File: config.mk
export PLATFORM = sky130hd
export DESIGN_NAME = ses_status_top
export DESIGN_NICKNAME = d
export VERILOG_FILES = /design/src/ses_pkg.sv /design/src/ses_group.sv /design/src/ses_status_top.sv
export VERILOG_INCLUDE_DIRS = /design/src
export SDC_FILE = /design/constraint.sdc
export NUM_CORES = 1
export LEC_CHECK = 0
export BUFFER_PORTS_ARGS = -buffer_cell sky130_fd_sc_hd__buf_4
export CORE_ASPECT_RATIO = 1.4
export CORE_MARGIN = 1
export CORE_UTILIZATION = 50
export CTS_CLUSTER_SIZE = 12
export DETAILED_ROUTE_END_ITERATION = 12
export PLACE_DENSITY = 0.7
export REMOVE_ABC_BUFFERS = 1
export SYNTH_ARGS = -nofsm -noshare
export SYNTH_HDL_FRONTEND = slang
export SYNTH_SLANG_ARGS = --single-unit
File: constraint.sdc
create_clock -name core_clk_i -period 2.6 [get_ports core_clk_i]
set_clock_uncertainty 0.15 [all_clocks]
set_input_delay 0.78 -clock core_clk_i [delete_from_list [all_inputs] [get_ports core_clk_i]]
set_output_delay 0.78 -clock core_clk_i [all_outputs]
set_load 0.02 [all_outputs]
File: src/ses_map.svh
// status event summary: bit positions, valid masks and reset values
// assumes: included by bare name from every design file that needs it
`ifndef SES_MAP_SVH
`define SES_MAP_SVH

// questionable group condition positions
`define SES_Q_OVR_BIT 0
`define SES_Q_RATE_BIT 2
`define SES_Q_CALERR_BIT 8

// operation group condition positions
`define SES_O_CAL_BIT 0
`define SES_O_ARM_BIT 6
`define SES_O_BUSY_BIT 8
`define SES_O_READY_BIT 9

// positions that carry a condition at all
`define SES_Q_VALID 16'h0105
`define SES_O_VALID 16'h0341

// reset values
`define SES_RISE_RST 16'hFFFF
`define SES_FALL_RST 16'h0000
`define SES_ENABLE_RST 16'h0000
`define SES_EVENT_RST 16'h0000
`define SES_COND_RST 16'h0000
`define SES_RSP_RST 16'h0000

`endif

File: src/ses_pkg.sv
// status event summary: command and group types, shared edge function
// assumes: nothing beyond the map header for numeric constants
package ses_pkg;

  typedef logic [15:0] ses_word_t;

  typedef enum logic [3:0] {
    SES_CMD_NOP,
    SES_CMD_RD_COND,
    SES_CMD_RD_EVENT,
    SES_CMD_RD_ENABLE,
    SES_CMD_WR_ENABLE,
    SES_CMD_RD_RISE,
    SES_CMD_WR_RISE,
    SES_CMD_RD_FALL,
    SES_CMD_WR_FALL,
    SES_CMD_PRESET,
    SES_CMD_CLEAR_STATUS
  } ses_cmd_t;

  typedef enum logic {
    SES_GRP_QUES,
    SES_GRP_OPER
  } ses_grp_t;

  // bits that changed in the direction the filter lets through
  function automatic ses_word_t ses_edges(input ses_word_t prev, input ses_word_t cur,
                                          input ses_word_t mask, input logic rising);
    if (rising) begin
      ses_edges = ~prev & cur & mask;
    end else begin
      ses_edges = prev & ~cur & mask;
    end
  endfunction

endpackage

File: src/ses_group.sv
// status event summary: one status group (filters, event latch, enable, summary)
// assumes: condition word and strobes come from logic on core_clk_i
`timescale 1ns/100ps
`include "ses_map.svh"
module ses_group import ses_pkg::*; #(
  parameter ses_word_t VALID_MASK = `SES_Q_VALID
) (
  // clock, reset, enable
  input wire logic core_clk_i,
  input wire logic srst_i,
  input wire logic ce_i,
  // condition and command strobes
  input wire ses_word_t cond_i,
  input wire logic wr_rise_i,
  input wire logic wr_fall_i,
  input wire logic wr_enable_i,
  input wire ses_word_t wr_data_i,
  input wire logic rd_event_i,
  input wire logic clear_status_i,
  input wire logic preset_i,
  // register contents and summary
  output ses_word_t rise_o,
  output ses_word_t fall_o,
  output ses_word_t enable_o,
  output ses_word_t event_o,
  output logic summary_o
);

  ses_word_t prev_ff;
  ses_word_t rise_ff;
  ses_word_t fall_ff;
  ses_word_t enable_ff;
  ses_word_t event_ff;
  ses_word_t rise_edges;
  ses_word_t fall_edges;
  ses_word_t nxt_event;

  // -----------------------------------------------------------------
  // transition filters
  // -----------------------------------------------------------------
  always_ff @(posedge core_clk_i) begin
    if (srst_i) begin
      prev_ff <= `SES_COND_RST;
    end else if (ce_i) begin
      prev_ff <= cond_i;
    end
  end

  always_ff @(posedge core_clk_i) begin
    if (srst_i) begin
      rise_ff <= `SES_RISE_RST;
      fall_ff <= `SES_FALL_RST;
    end else if (ce_i) begin
      if (wr_rise_i) begin
        rise_ff <= wr_data_i;
      end
      if (wr_fall_i) begin
        fall_ff <= wr_data_i;
      end
    end
  end

  assign rise_edges = ses_edges(prev_ff, cond_i, rise_ff & VALID_MASK, 1'b1);
  assign fall_edges = ses_edges(prev_ff, cond_i, fall_ff & VALID_MASK, 1'b0);

  // -----------------------------------------------------------------
  // event latch and enable mask
  // -----------------------------------------------------------------
  // a new edge in the clearing cycle survives the clear
  always_comb begin
    nxt_event = (rd_event_i || clear_status_i) ? `SES_EVENT_RST : event_ff;
    nxt_event = nxt_event | rise_edges | fall_edges;
  end

  always_ff @(posedge core_clk_i) begin
    if (srst_i) begin
      event_ff <= `SES_EVENT_RST;
    end else if (ce_i) begin
      event_ff <= nxt_event;
    end
  end

  // preset outranks a write in the same cycle
  always_ff @(posedge core_clk_i) begin
    if (srst_i) begin
      enable_ff <= `SES_ENABLE_RST;
    end else if (ce_i) begin
      if (preset_i) begin
        enable_ff <= `SES_ENABLE_RST;
      end else if (wr_enable_i) begin
        enable_ff <= wr_data_i;
      end
    end
  end

  assign summary_o = |(event_ff & enable_ff);
  assign rise_o = rise_ff;
  assign fall_o = fall_ff;
  assign enable_o = enable_ff;
  assign event_o = event_ff;

  // -----------------------------------------------------------------
  // checks
  // -----------------------------------------------------------------
  a_rise_latches: assert property (@(posedge core_clk_i) disable iff (srst_i)
    (ce_i && rise_edges != 16'h0000) |=> ((event_ff & $past(rise_edges)) == $past(rise_edges)))
    else $error("rising edge not latched");
  a_fall_latches: assert property (@(posedge core_clk_i) disable iff (srst_i)
    (ce_i && fall_edges != 16'h0000) |=> ((event_ff & $past(fall_edges)) == $past(fall_edges)))
    else $error("falling edge not latched");
  a_event_sticky: assert property (@(posedge core_clk_i) disable iff (srst_i)
    (!rd_event_i && !clear_status_i) |=> ((event_ff & $past(event_ff)) == $past(event_ff)))
    else $error("event bit dropped without clear");
  a_read_clears: assert property (@(posedge core_clk_i) disable iff (srst_i)
    (ce_i && rd_event_i && rise_edges == 16'h0000 && fall_edges == 16'h0000) |=> event_ff == 16'h0000)
    else $error("event read did not clear");
  a_unused_quiet: assert property (@(posedge core_clk_i) disable iff (srst_i)
    (event_ff & ~VALID_MASK) == 16'h0000)
    else $error("event on unused position");
  a_preset_mask: assert property (@(posedge core_clk_i) disable iff (srst_i)
    (ce_i && preset_i) |=> (enable_ff == 16'h0000 && !summary_o))
    else $error("preset left enable set");
  a_summary_or: assert property (@(posedge core_clk_i) disable iff (srst_i)
    $rose(summary_o) |-> ($past(nxt_event) & enable_ff) != 16'h0000)
    else $error("summary without enabled event");

endmodule

File: src/ses_status_top.sv
// status event summary: questionable and operation status groups
// assumes: monitor levels are asynchronous; sequencer strobes and
// commands come from logic on core_clk_i
`timescale 1ns/100ps
`include "ses_map.svh"
module ses_status_top import ses_pkg::*; (
  // clock, reset, enable
  input wire logic core_clk_i,
  input wire logic srst_i,
  input wire logic ce_i,
  // asynchronous monitor levels
  input wire logic ovr_single_i,
  input wire logic ovr_diff_i,
  input wire logic rate_err_i,
  input wire logic cal_store_err_i,
  // measurement sequencer, same clock
  input wire logic meas_active_i,
  input wire logic cal_in_progress_i,
  input wire logic wait_arm_enter_i,
  input wire logic start_arm_i,
  input wire logic abort_i,
  input wire logic init_imm_i,
  input wire logic meas_idle_i,
  input wire logic seg_ready_i,
  input wire logic seg_partition_i,
  input wire logic inst_rst_i,
  // status commands
  input wire logic cmd_valid_i,
  input wire ses_cmd_t cmd_op_i,
  input wire ses_grp_t cmd_grp_i,
  input wire ses_word_t cmd_data_i,
  // answers and summaries
  output logic rsp_valid_o,
  output ses_word_t rsp_data_o,
  output logic ques_summary_o,
  output logic oper_summary_o,
  output logic service_req_o
);

  // a command aimed at one group with one opcode
  function automatic logic cmd_hit(input logic valid, input ses_cmd_t op, input ses_grp_t grp,
                                   input ses_cmd_t want_op, input ses_grp_t want_grp);
    cmd_hit = valid && (op == want_op) && (grp == want_grp);
  endfunction

  // -----------------------------------------------------------------
  // monitor synchronisers
  // -----------------------------------------------------------------
  logic [3:0] mon_meta_ff;
  logic [3:0] mon_sync_ff;

  // first stage feeds only the second stage
  always_ff @(posedge core_clk_i) begin
    if (srst_i) begin
      mon_meta_ff <= 4'h0;
      mon_sync_ff <= 4'h0;
    end else if (ce_i) begin
      mon_meta_ff <= {cal_store_err_i, rate_err_i, ovr_diff_i, ovr_single_i};
      mon_sync_ff <= mon_meta_ff;
    end
  end

  // -----------------------------------------------------------------
  // questionable condition
  // -----------------------------------------------------------------
  logic input_overrange_flag_ff;
  logic rate_err_ff;
  ses_word_t ques_cond;

  // overrange only counts inside a measurement sequence
  always_ff @(posedge core_clk_i) begin
    if (srst_i) begin
      input_overrange_flag_ff <= 1'b0;
    end else if (ce_i) begin
      if (inst_rst_i) begin
        input_overrange_flag_ff <= 1'b0;
      end else begin
        input_overrange_flag_ff <= (mon_sync_ff[0] | mon_sync_ff[1]) & meas_active_i;
      end
    end
  end

  always_ff @(posedge core_clk_i) begin
    if (srst_i) begin
      rate_err_ff <= 1'b0;
    end else if (ce_i) begin
      rate_err_ff <= mon_sync_ff[2] & ~inst_rst_i;
    end
  end

  // storage error is a live level, so an instrument reset cannot hide it
  always_comb begin
    ques_cond = `SES_COND_RST;
    ques_cond[`SES_Q_OVR_BIT] = input_overrange_flag_ff;
    ques_cond[`SES_Q_RATE_BIT] = rate_err_ff;
    ques_cond[`SES_Q_CALERR_BIT] = mon_sync_ff[3];
  end

  // -----------------------------------------------------------------
  // operation condition
  // -----------------------------------------------------------------
  logic cal_in_progress_flag_ff;
  logic arm_wait_ff;
  logic busy_ff;
  logic ready_ff;
  ses_word_t oper_cond;

  always_ff @(posedge core_clk_i) begin
    if (srst_i) begin
      cal_in_progress_flag_ff <= 1'b0;
    end else if (ce_i) begin
      cal_in_progress_flag_ff <= cal_in_progress_i & ~inst_rst_i;
    end
  end

  // arm arriving with the entry strobe means no wait at all
  always_ff @(posedge core_clk_i) begin
    if (srst_i) begin
      arm_wait_ff <= 1'b0;
    end else if (ce_i) begin
      if (inst_rst_i || start_arm_i || abort_i) begin
        arm_wait_ff <= 1'b0;
      end else if (wait_arm_enter_i) begin
        arm_wait_ff <= 1'b1;
      end
    end
  end

  always_ff @(posedge core_clk_i) begin
    if (srst_i) begin
      busy_ff <= 1'b0;
    end else if (ce_i) begin
      if (inst_rst_i) begin
        busy_ff <= 1'b0;
      end else if (init_imm_i) begin
        busy_ff <= 1'b1;
      end else if (meas_idle_i || abort_i) begin
        busy_ff <= 1'b0;
      end
    end
  end

  // partitioning wins, since the segment is not usable then
  always_ff @(posedge core_clk_i) begin
    if (srst_i) begin
      ready_ff <= 1'b0;
    end else if (ce_i) begin
      if (inst_rst_i || seg_partition_i) begin
        ready_ff <= 1'b0;
      end else begin
        ready_ff <= seg_ready_i;
      end
    end
  end

  always_comb begin
    oper_cond = `SES_COND_RST;
    oper_cond[`SES_O_CAL_BIT] = cal_in_progress_flag_ff;
    oper_cond[`SES_O_ARM_BIT] = arm_wait_ff;
    oper_cond[`SES_O_BUSY_BIT] = busy_ff;
    oper_cond[`SES_O_READY_BIT] = ready_ff;
  end

  // -----------------------------------------------------------------
  // status groups
  // -----------------------------------------------------------------
  logic clear_status;
  logic preset;
  ses_word_t q_rise, q_fall, q_enable, q_event;
  ses_word_t o_rise, o_fall, o_enable, o_event;

  assign clear_status = cmd_valid_i && (cmd_op_i == SES_CMD_CLEAR_STATUS);
  assign preset = cmd_valid_i && (cmd_op_i == SES_CMD_PRESET);

  ses_group #(.VALID_MASK(`SES_Q_VALID)) u_ques (
    .core_clk_i(core_clk_i),
    .srst_i(srst_i),
    .ce_i(ce_i),
    .cond_i(ques_cond),
    .wr_rise_i(cmd_hit(cmd_valid_i, cmd_op_i, cmd_grp_i, SES_CMD_WR_RISE, SES_GRP_QUES)),
    .wr_fall_i(cmd_hit(cmd_valid_i, cmd_op_i, cmd_grp_i, SES_CMD_WR_FALL, SES_GRP_QUES)),
    .wr_enable_i(cmd_hit(cmd_valid_i, cmd_op_i, cmd_grp_i, SES_CMD_WR_ENABLE, SES_GRP_QUES)),
    .wr_data_i(cmd_data_i),
    .rd_event_i(cmd_hit(cmd_valid_i, cmd_op_i, cmd_grp_i, SES_CMD_RD_EVENT, SES_GRP_QUES)),
    .clear_status_i(clear_status),
    .preset_i(preset),
    .rise_o(q_rise),
    .fall_o(q_fall),
    .enable_o(q_enable),
    .event_o(q_event),
    .summary_o(ques_summary_o)
  );

  // same machinery for the operation group
  ses_group #(.VALID_MASK(`SES_O_VALID)) u_oper (
    .core_clk_i(core_clk_i),
    .srst_i(srst_i),
    .ce_i(ce_i),
    .cond_i(oper_cond),
    .wr_rise_i(cmd_hit(cmd_valid_i, cmd_op_i, cmd_grp_i, SES_CMD_WR_RISE, SES_GRP_OPER)),
    .wr_fall_i(cmd_hit(cmd_valid_i, cmd_op_i, cmd_grp_i, SES_CMD_WR_FALL, SES_GRP_OPER)),
    .wr_enable_i(cmd_hit(cmd_valid_i, cmd_op_i, cmd_grp_i, SES_CMD_WR_ENABLE, SES_GRP_OPER)),
    .wr_data_i(cmd_data_i),
    .rd_event_i(cmd_hit(cmd_valid_i, cmd_op_i, cmd_grp_i, SES_CMD_RD_EVENT, SES_GRP_OPER)),
    .clear_status_i(clear_status),
    .preset_i(preset),
    .rise_o(o_rise),
    .fall_o(o_fall),
    .enable_o(o_enable),
    .event_o(o_event),
    .summary_o(oper_summary_o)
  );

  assign service_req_o = ques_summary_o | oper_summary_o;

  // -----------------------------------------------------------------
  // command answers
  // -----------------------------------------------------------------
  logic rsp_valid_ff;
  ses_word_t rsp_data_ff;
  logic nxt_rsp_valid;
  ses_word_t nxt_rsp_data;
  logic is_oper;

  assign is_oper = (cmd_grp_i == SES_GRP_OPER);

  // event read returns the value before its clear takes hold;
  // an idle opcode must not refresh the held answer
  always_comb begin
    nxt_rsp_valid = cmd_valid_i;
    nxt_rsp_data = rsp_data_ff;
    case (cmd_valid_i ? cmd_op_i : SES_CMD_NOP)
      SES_CMD_RD_COND: nxt_rsp_data = is_oper ? oper_cond : ques_cond;
      SES_CMD_RD_EVENT: nxt_rsp_data = is_oper ? o_event : q_event;
      SES_CMD_RD_ENABLE: nxt_rsp_data = is_oper ? o_enable : q_enable;
      SES_CMD_RD_RISE: nxt_rsp_data = is_oper ? o_rise : q_rise;
      SES_CMD_RD_FALL: nxt_rsp_data = is_oper ? o_fall : q_fall;
      default: nxt_rsp_valid = 1'b0;
    endcase
  end

  always_ff @(posedge core_clk_i) begin
    if (srst_i) begin
      rsp_valid_ff <= 1'b0;
      rsp_data_ff <= `SES_RSP_RST;
    end else if (ce_i) begin
      rsp_valid_ff <= nxt_rsp_valid;
      rsp_data_ff <= nxt_rsp_data;
    end
  end

  assign rsp_valid_o = rsp_valid_ff;
  assign rsp_data_o = rsp_data_ff;

  // -----------------------------------------------------------------
  // checks
  // -----------------------------------------------------------------
  a_ovr_follows: assert property (@(posedge core_clk_i) disable iff (srst_i)
    (ce_i && !inst_rst_i && meas_active_i && mon_sync_ff[0]) |=> ques_cond[`SES_Q_OVR_BIT])
    else $error("overrange not reported");
  a_ovr_idle_low: assert property (@(posedge core_clk_i) disable iff (srst_i)
    (ce_i && !meas_active_i) |=> !ques_cond[`SES_Q_OVR_BIT])
    else $error("overrange outside measurement");
  a_rate_follows: assert property (@(posedge core_clk_i) disable iff (srst_i)
    (ce_i && !inst_rst_i) |=> (ques_cond[`SES_Q_RATE_BIT] == $past(mon_sync_ff[2])))
    else $error("rate flag mismatch");
  a_calerr_live: assert property (@(posedge core_clk_i) disable iff (srst_i)
    ques_cond[`SES_Q_CALERR_BIT] == mon_sync_ff[3])
    else $error("storage error flag mismatch");
  a_calerr_survives: assert property (@(posedge core_clk_i) disable iff (srst_i)
    (ce_i && inst_rst_i && mon_sync_ff[3]) ##1 (mon_sync_ff[3]) |-> ques_cond[`SES_Q_CALERR_BIT])
    else $error("storage error lost at reset");
  a_reset_clears: assert property (@(posedge core_clk_i) disable iff (srst_i)
    (ce_i && inst_rst_i) |=> (oper_cond == 16'h0000 && !ques_cond[`SES_Q_OVR_BIT]))
    else $error("instrument reset left conditions");
  a_unused_cond: assert property (@(posedge core_clk_i) disable iff (srst_i)
    ((ques_cond & ~`SES_Q_VALID) == 16'h0000) && ((oper_cond & ~`SES_O_VALID) == 16'h0000))
    else $error("condition on unused position");
  a_cond_read: assert property (@(posedge core_clk_i) disable iff (srst_i)
    (ce_i && cmd_valid_i && cmd_op_i == SES_CMD_RD_COND && cmd_grp_i == SES_GRP_OPER)
      |=> (rsp_valid_o && rsp_data_o == $past(oper_cond)))
    else $error("condition read wrong");
  a_cal_bit: assert property (@(posedge core_clk_i) disable iff (srst_i)
    (ce_i && !inst_rst_i) |=> (oper_cond[`SES_O_CAL_BIT] == $past(cal_in_progress_i)))
    else $error("calibration bit mismatch");
  a_arm_bit: assert property (@(posedge core_clk_i) disable iff (srst_i)
    (ce_i && wait_arm_enter_i && !start_arm_i && !abort_i && !inst_rst_i)
      ##1 (ce_i && !start_arm_i && !abort_i && !inst_rst_i) |=> oper_cond[`SES_O_ARM_BIT])
    else $error("arm wait bit not held");
  a_busy_bit: assert property (@(posedge core_clk_i) disable iff (srst_i)
    (ce_i && init_imm_i && !inst_rst_i) |=> oper_cond[`SES_O_BUSY_BIT])
    else $error("busy bit not set");
  a_ready_bit: assert property (@(posedge core_clk_i) disable iff (srst_i)
    (ce_i && seg_partition_i) |=> !oper_cond[`SES_O_READY_BIT])
    else $error("ready during partitioning");
  a_event_read: assert property (@(posedge core_clk_i) disable iff (srst_i)
    (ce_i && cmd_valid_i && cmd_op_i == SES_CMD_RD_EVENT && cmd_grp_i == SES_GRP_QUES)
      |=> (rsp_valid_o && rsp_data_o == $past(q_event)))
    else $error("event read answer wrong");

endmodule

==> run_results.csv <==
group,metric,value,unit
timing,tightest_slew,1.19,ns
yosys,synth_top_area_share,0.457,
clock_tree,postCtsHoldBufs,0,
yosys,synth-edff-count,0,
timing,min_period_over_period,0.938,
grt,grt.total_usage,0.273,
grt,antenna_found_initial,0,
cells_and_area,drive_gt1_frac,0.231,
timing,min_period,2.44,ns
yosys,syn_area,6180,sq um
run,drv_cap,0,
floorplanning,ios,59,
yosys,synthTopCellsByArea,"dfxtp_1, mux2i_1, mux2_2, a22o_1, nand3_1",
clock_tree,cts_max_path_buffers,2,
yosys,syn_area_per_cell,9.48,sq um
detailed_routing,drt-pass1-iter-count,4,
clock_tree,clk_pin_slew_worst_paths,0.06,ns
critical_path,cp.arrival,1.51,ns
pwr,ir_worst_vdd,0.000402,V
detailed_routing,vias_per_cell,6.06,
yosys,synthCells,652,
placed_design,hpwl,11.3,mm
yosys,yosysWarnings,0,
pwr,powerDensity,686,nW/um^2
timing,slew_viol_final,0,
cells_and_area,finalInstanceArea,7440,sq um
clock_tree,clk_latency,0.41,ns
pwr,totalPowerFinal,5110,uW
timing,rsz0062_at_grt,"no",
critical_path,path_class,"reg2out",
timing,finalHoldViolCount,0,
run_status,status,"completed",
min_path,hold_path_class,"reg2reg",
placed_design,io_buffer_count,58,
timing,setup_viol,0,
cells_and_area,fin_nets,746,
yosys,synth-seq-area-share,0.457,
clock_tree,cts_sinks,141,
timing,fmax,410,MHz
detailed_routing,ant_nets,0,
critical_path,cp-end-kind,"primary output",
clock_tree,cts_root_buffer,"clkbuf_16",
floorplanning,die-area,12800,sq um
grt,grt_max_degree,61,
yosys,post-synth-top-area-cell,"dfxtp_1",
critical_path,worst-endpoint-required,1.67,ns
placed_design,dpl_cell_area,6810,sq um
yosys,ys_async_sr_fraction,0,
timing,fin_tns_setup,0,ns
cells_and_area,antenna_cells,0,
grt,grt_pass1_vias,5183,
yosys,ys.flop_type,"dfxtp_1",
yosys,synth_most_common_cell,"dfxtp_1",
detailed_routing,dr_total_vias,5257,
floorplanning,die_h,134,um
detailed_routing,drtIter0Drc,317,
detailed_routing,wl_per_cell,19.0,um
clock_tree,htree_levels,4,
yosys,ys_ff_latch,141,
cells_and_area,syn_to_final_growth,20.5,%
timing,max_slew_margin,0.202,
pwr,p_leak,0.00314,uW
floorplanning,fp.coreArea,11900,sq um
floorplanning,core.rowCount,47,
yosys,yosys-top-cells-count,"dfxtp_1, nand2_1, nand3_1, mux2i_1, nor2_1",
detailed_routing,wirelength,16.5,mm
clock_tree,post_cts_buffers,0,
grt,grt_pass1_wl,26.7,mm
clock_tree,cts_tree,"built",
placed_design,place.gp.congestion,0.918,
clock_tree,cts_resized,0,
floorplanning,die_w,96.0,um
clock_tree,cts_buffers,17,
detailed_routing,drc_errors,0,
yosys,ys_types,46,
critical_path,crit_fanout,3,
grt,grt-ovfl-total,0,
floorplanning,start_util,0.518,
critical_path,startpoint_type,"flip-flop",
path summary, 6_finish.rpt:
| kind | depth (start not counted) | startpoint | slack (ns) | end |
|---|---|---|---|---|
| max | 3 | u_ques.enable_o[0]$_SDFFE_PP0P_ | 0.16 | service_req_o |
| min | 2 | u_ques.rise_o[13]$_SDFFE_PP1P_ | 0.32 | u_ques.rise_o[13]$_SDFFE_PP1P_ |
| max reg2reg | 4 | u_ques.enable_o[2]$_SDFFE_PP0P_ | 1.14 | rsp_data_o[2]$_SDFFE_PP0P_ |
| min reg2reg | 2 | u_ques.rise_o[13]$_SDFFE_PP1P_ | 0.32 | u_ques.rise_o[13]$_SDFFE_PP1P_ |
area by class of cell:
cell class / instances / area, sq um
clock inverters: 10 / 160
repair buffers: 88 / 686
well taps: 147 / 184
flip-flops and latches: 141 / 2820
multi-input cells: 455 / 3100
fillers: 1028 / 4490
inverters: 4 / 15.0
clock buffers: 22 / 474
cells in the final DEF (no fill, tap or decap), drive strengths merged, types with 2 or more instances in the layout:
master	Yosys	final
a22oi	10	10
o211ai	12	12
nor2b	5	5
or2	2	2
nand3	65	65
a32o	5	5
a211oi	2	2
clkinv	1	5
nand2	78	78
a21oi	10	10
o21ai	10	10
nor3	4	4
mux2	38	38
buf	29	88
and2	2	2
bufinv	0	4
inv	3	4
nor2	60	60
o2111ai	4	4
clkbuf	23	22
nand4	4	4
a22o	43	43
o311a	2	2
mux2i	62	62
nand3b	16	16
o221a	2	2
nand2b	7	7
dfxtp	141	141
kinds of logic after synthesis:
logic type,after synthesis,share of synthesized area
multiplexers,100,0.170
buffers and inverters,56,0.0429
flip-flops,141,0.457
AND/OR/NAND/NOR,251,0.198
AO/OA/AOI/OAI,104,0.133
flip-flops by register name, indices dropped and copies added (netlist names):
name                     cells
rsp_data_o                  16
u_oper.enable_o             16
u_oper.fall_o               16
u_oper.rise_o               16
u_ques.enable_o             16
u_ques.fall_o               16
u_ques.rise_o               16
mon_meta_ff                  4
mon_sync_ff                  4
u_oper.event_o               4
u_oper.prev_ff               4
u_ques.event_o               3
u_ques.prev_ff               3
arm_wait_ff                  1
busy_ff                      1
cal_in_progress_flag_ff      1
input_overrange_flag_ff      1
rate_err_ff                  1
ready_ff                     1
rsp_valid_o                  1
stage by stage:
stage          cells  hold slack [ns]  utilization  setup WS [ns]
4_1_cts          867            0.320        0.624          0.154
3_5_place_dp     835            0.304        0.570         -0.108
6_report         867            0.319        0.624          0.160
2_1_floorplan    600            0.285            -        -0.0845
3_3_place_gp     835            0.296        0.570        -0.0110
5_1_grt          867            0.336        0.624         0.0476
where the power goes:
group	switching (uW)	internal, uW	total, uW
clock	908	1680	2590
sequential	17.3	2180	2200
combinational	188	126	314
routing by layer:
layer | vias to the layer above | global-route usage | share of wire
met5 | - | 0 | 0
met2 | 181 | 0.463 | 0.51
met3 | 28 | 0.0559 | 0.046
li1 | 2464 | - | -
met4 | 0 | 0.109 | 0.024
met1 | 2584 | 0.332 | 0.42
worst max-delay path, cell delays in order (launching register included):
cell      delay, ns
dfxtp_1        0.34
a222oi_1       0.44
nand3_1        0.13
buf_4          0.19
No activity file was read; power rests on OpenSTA's default activity.
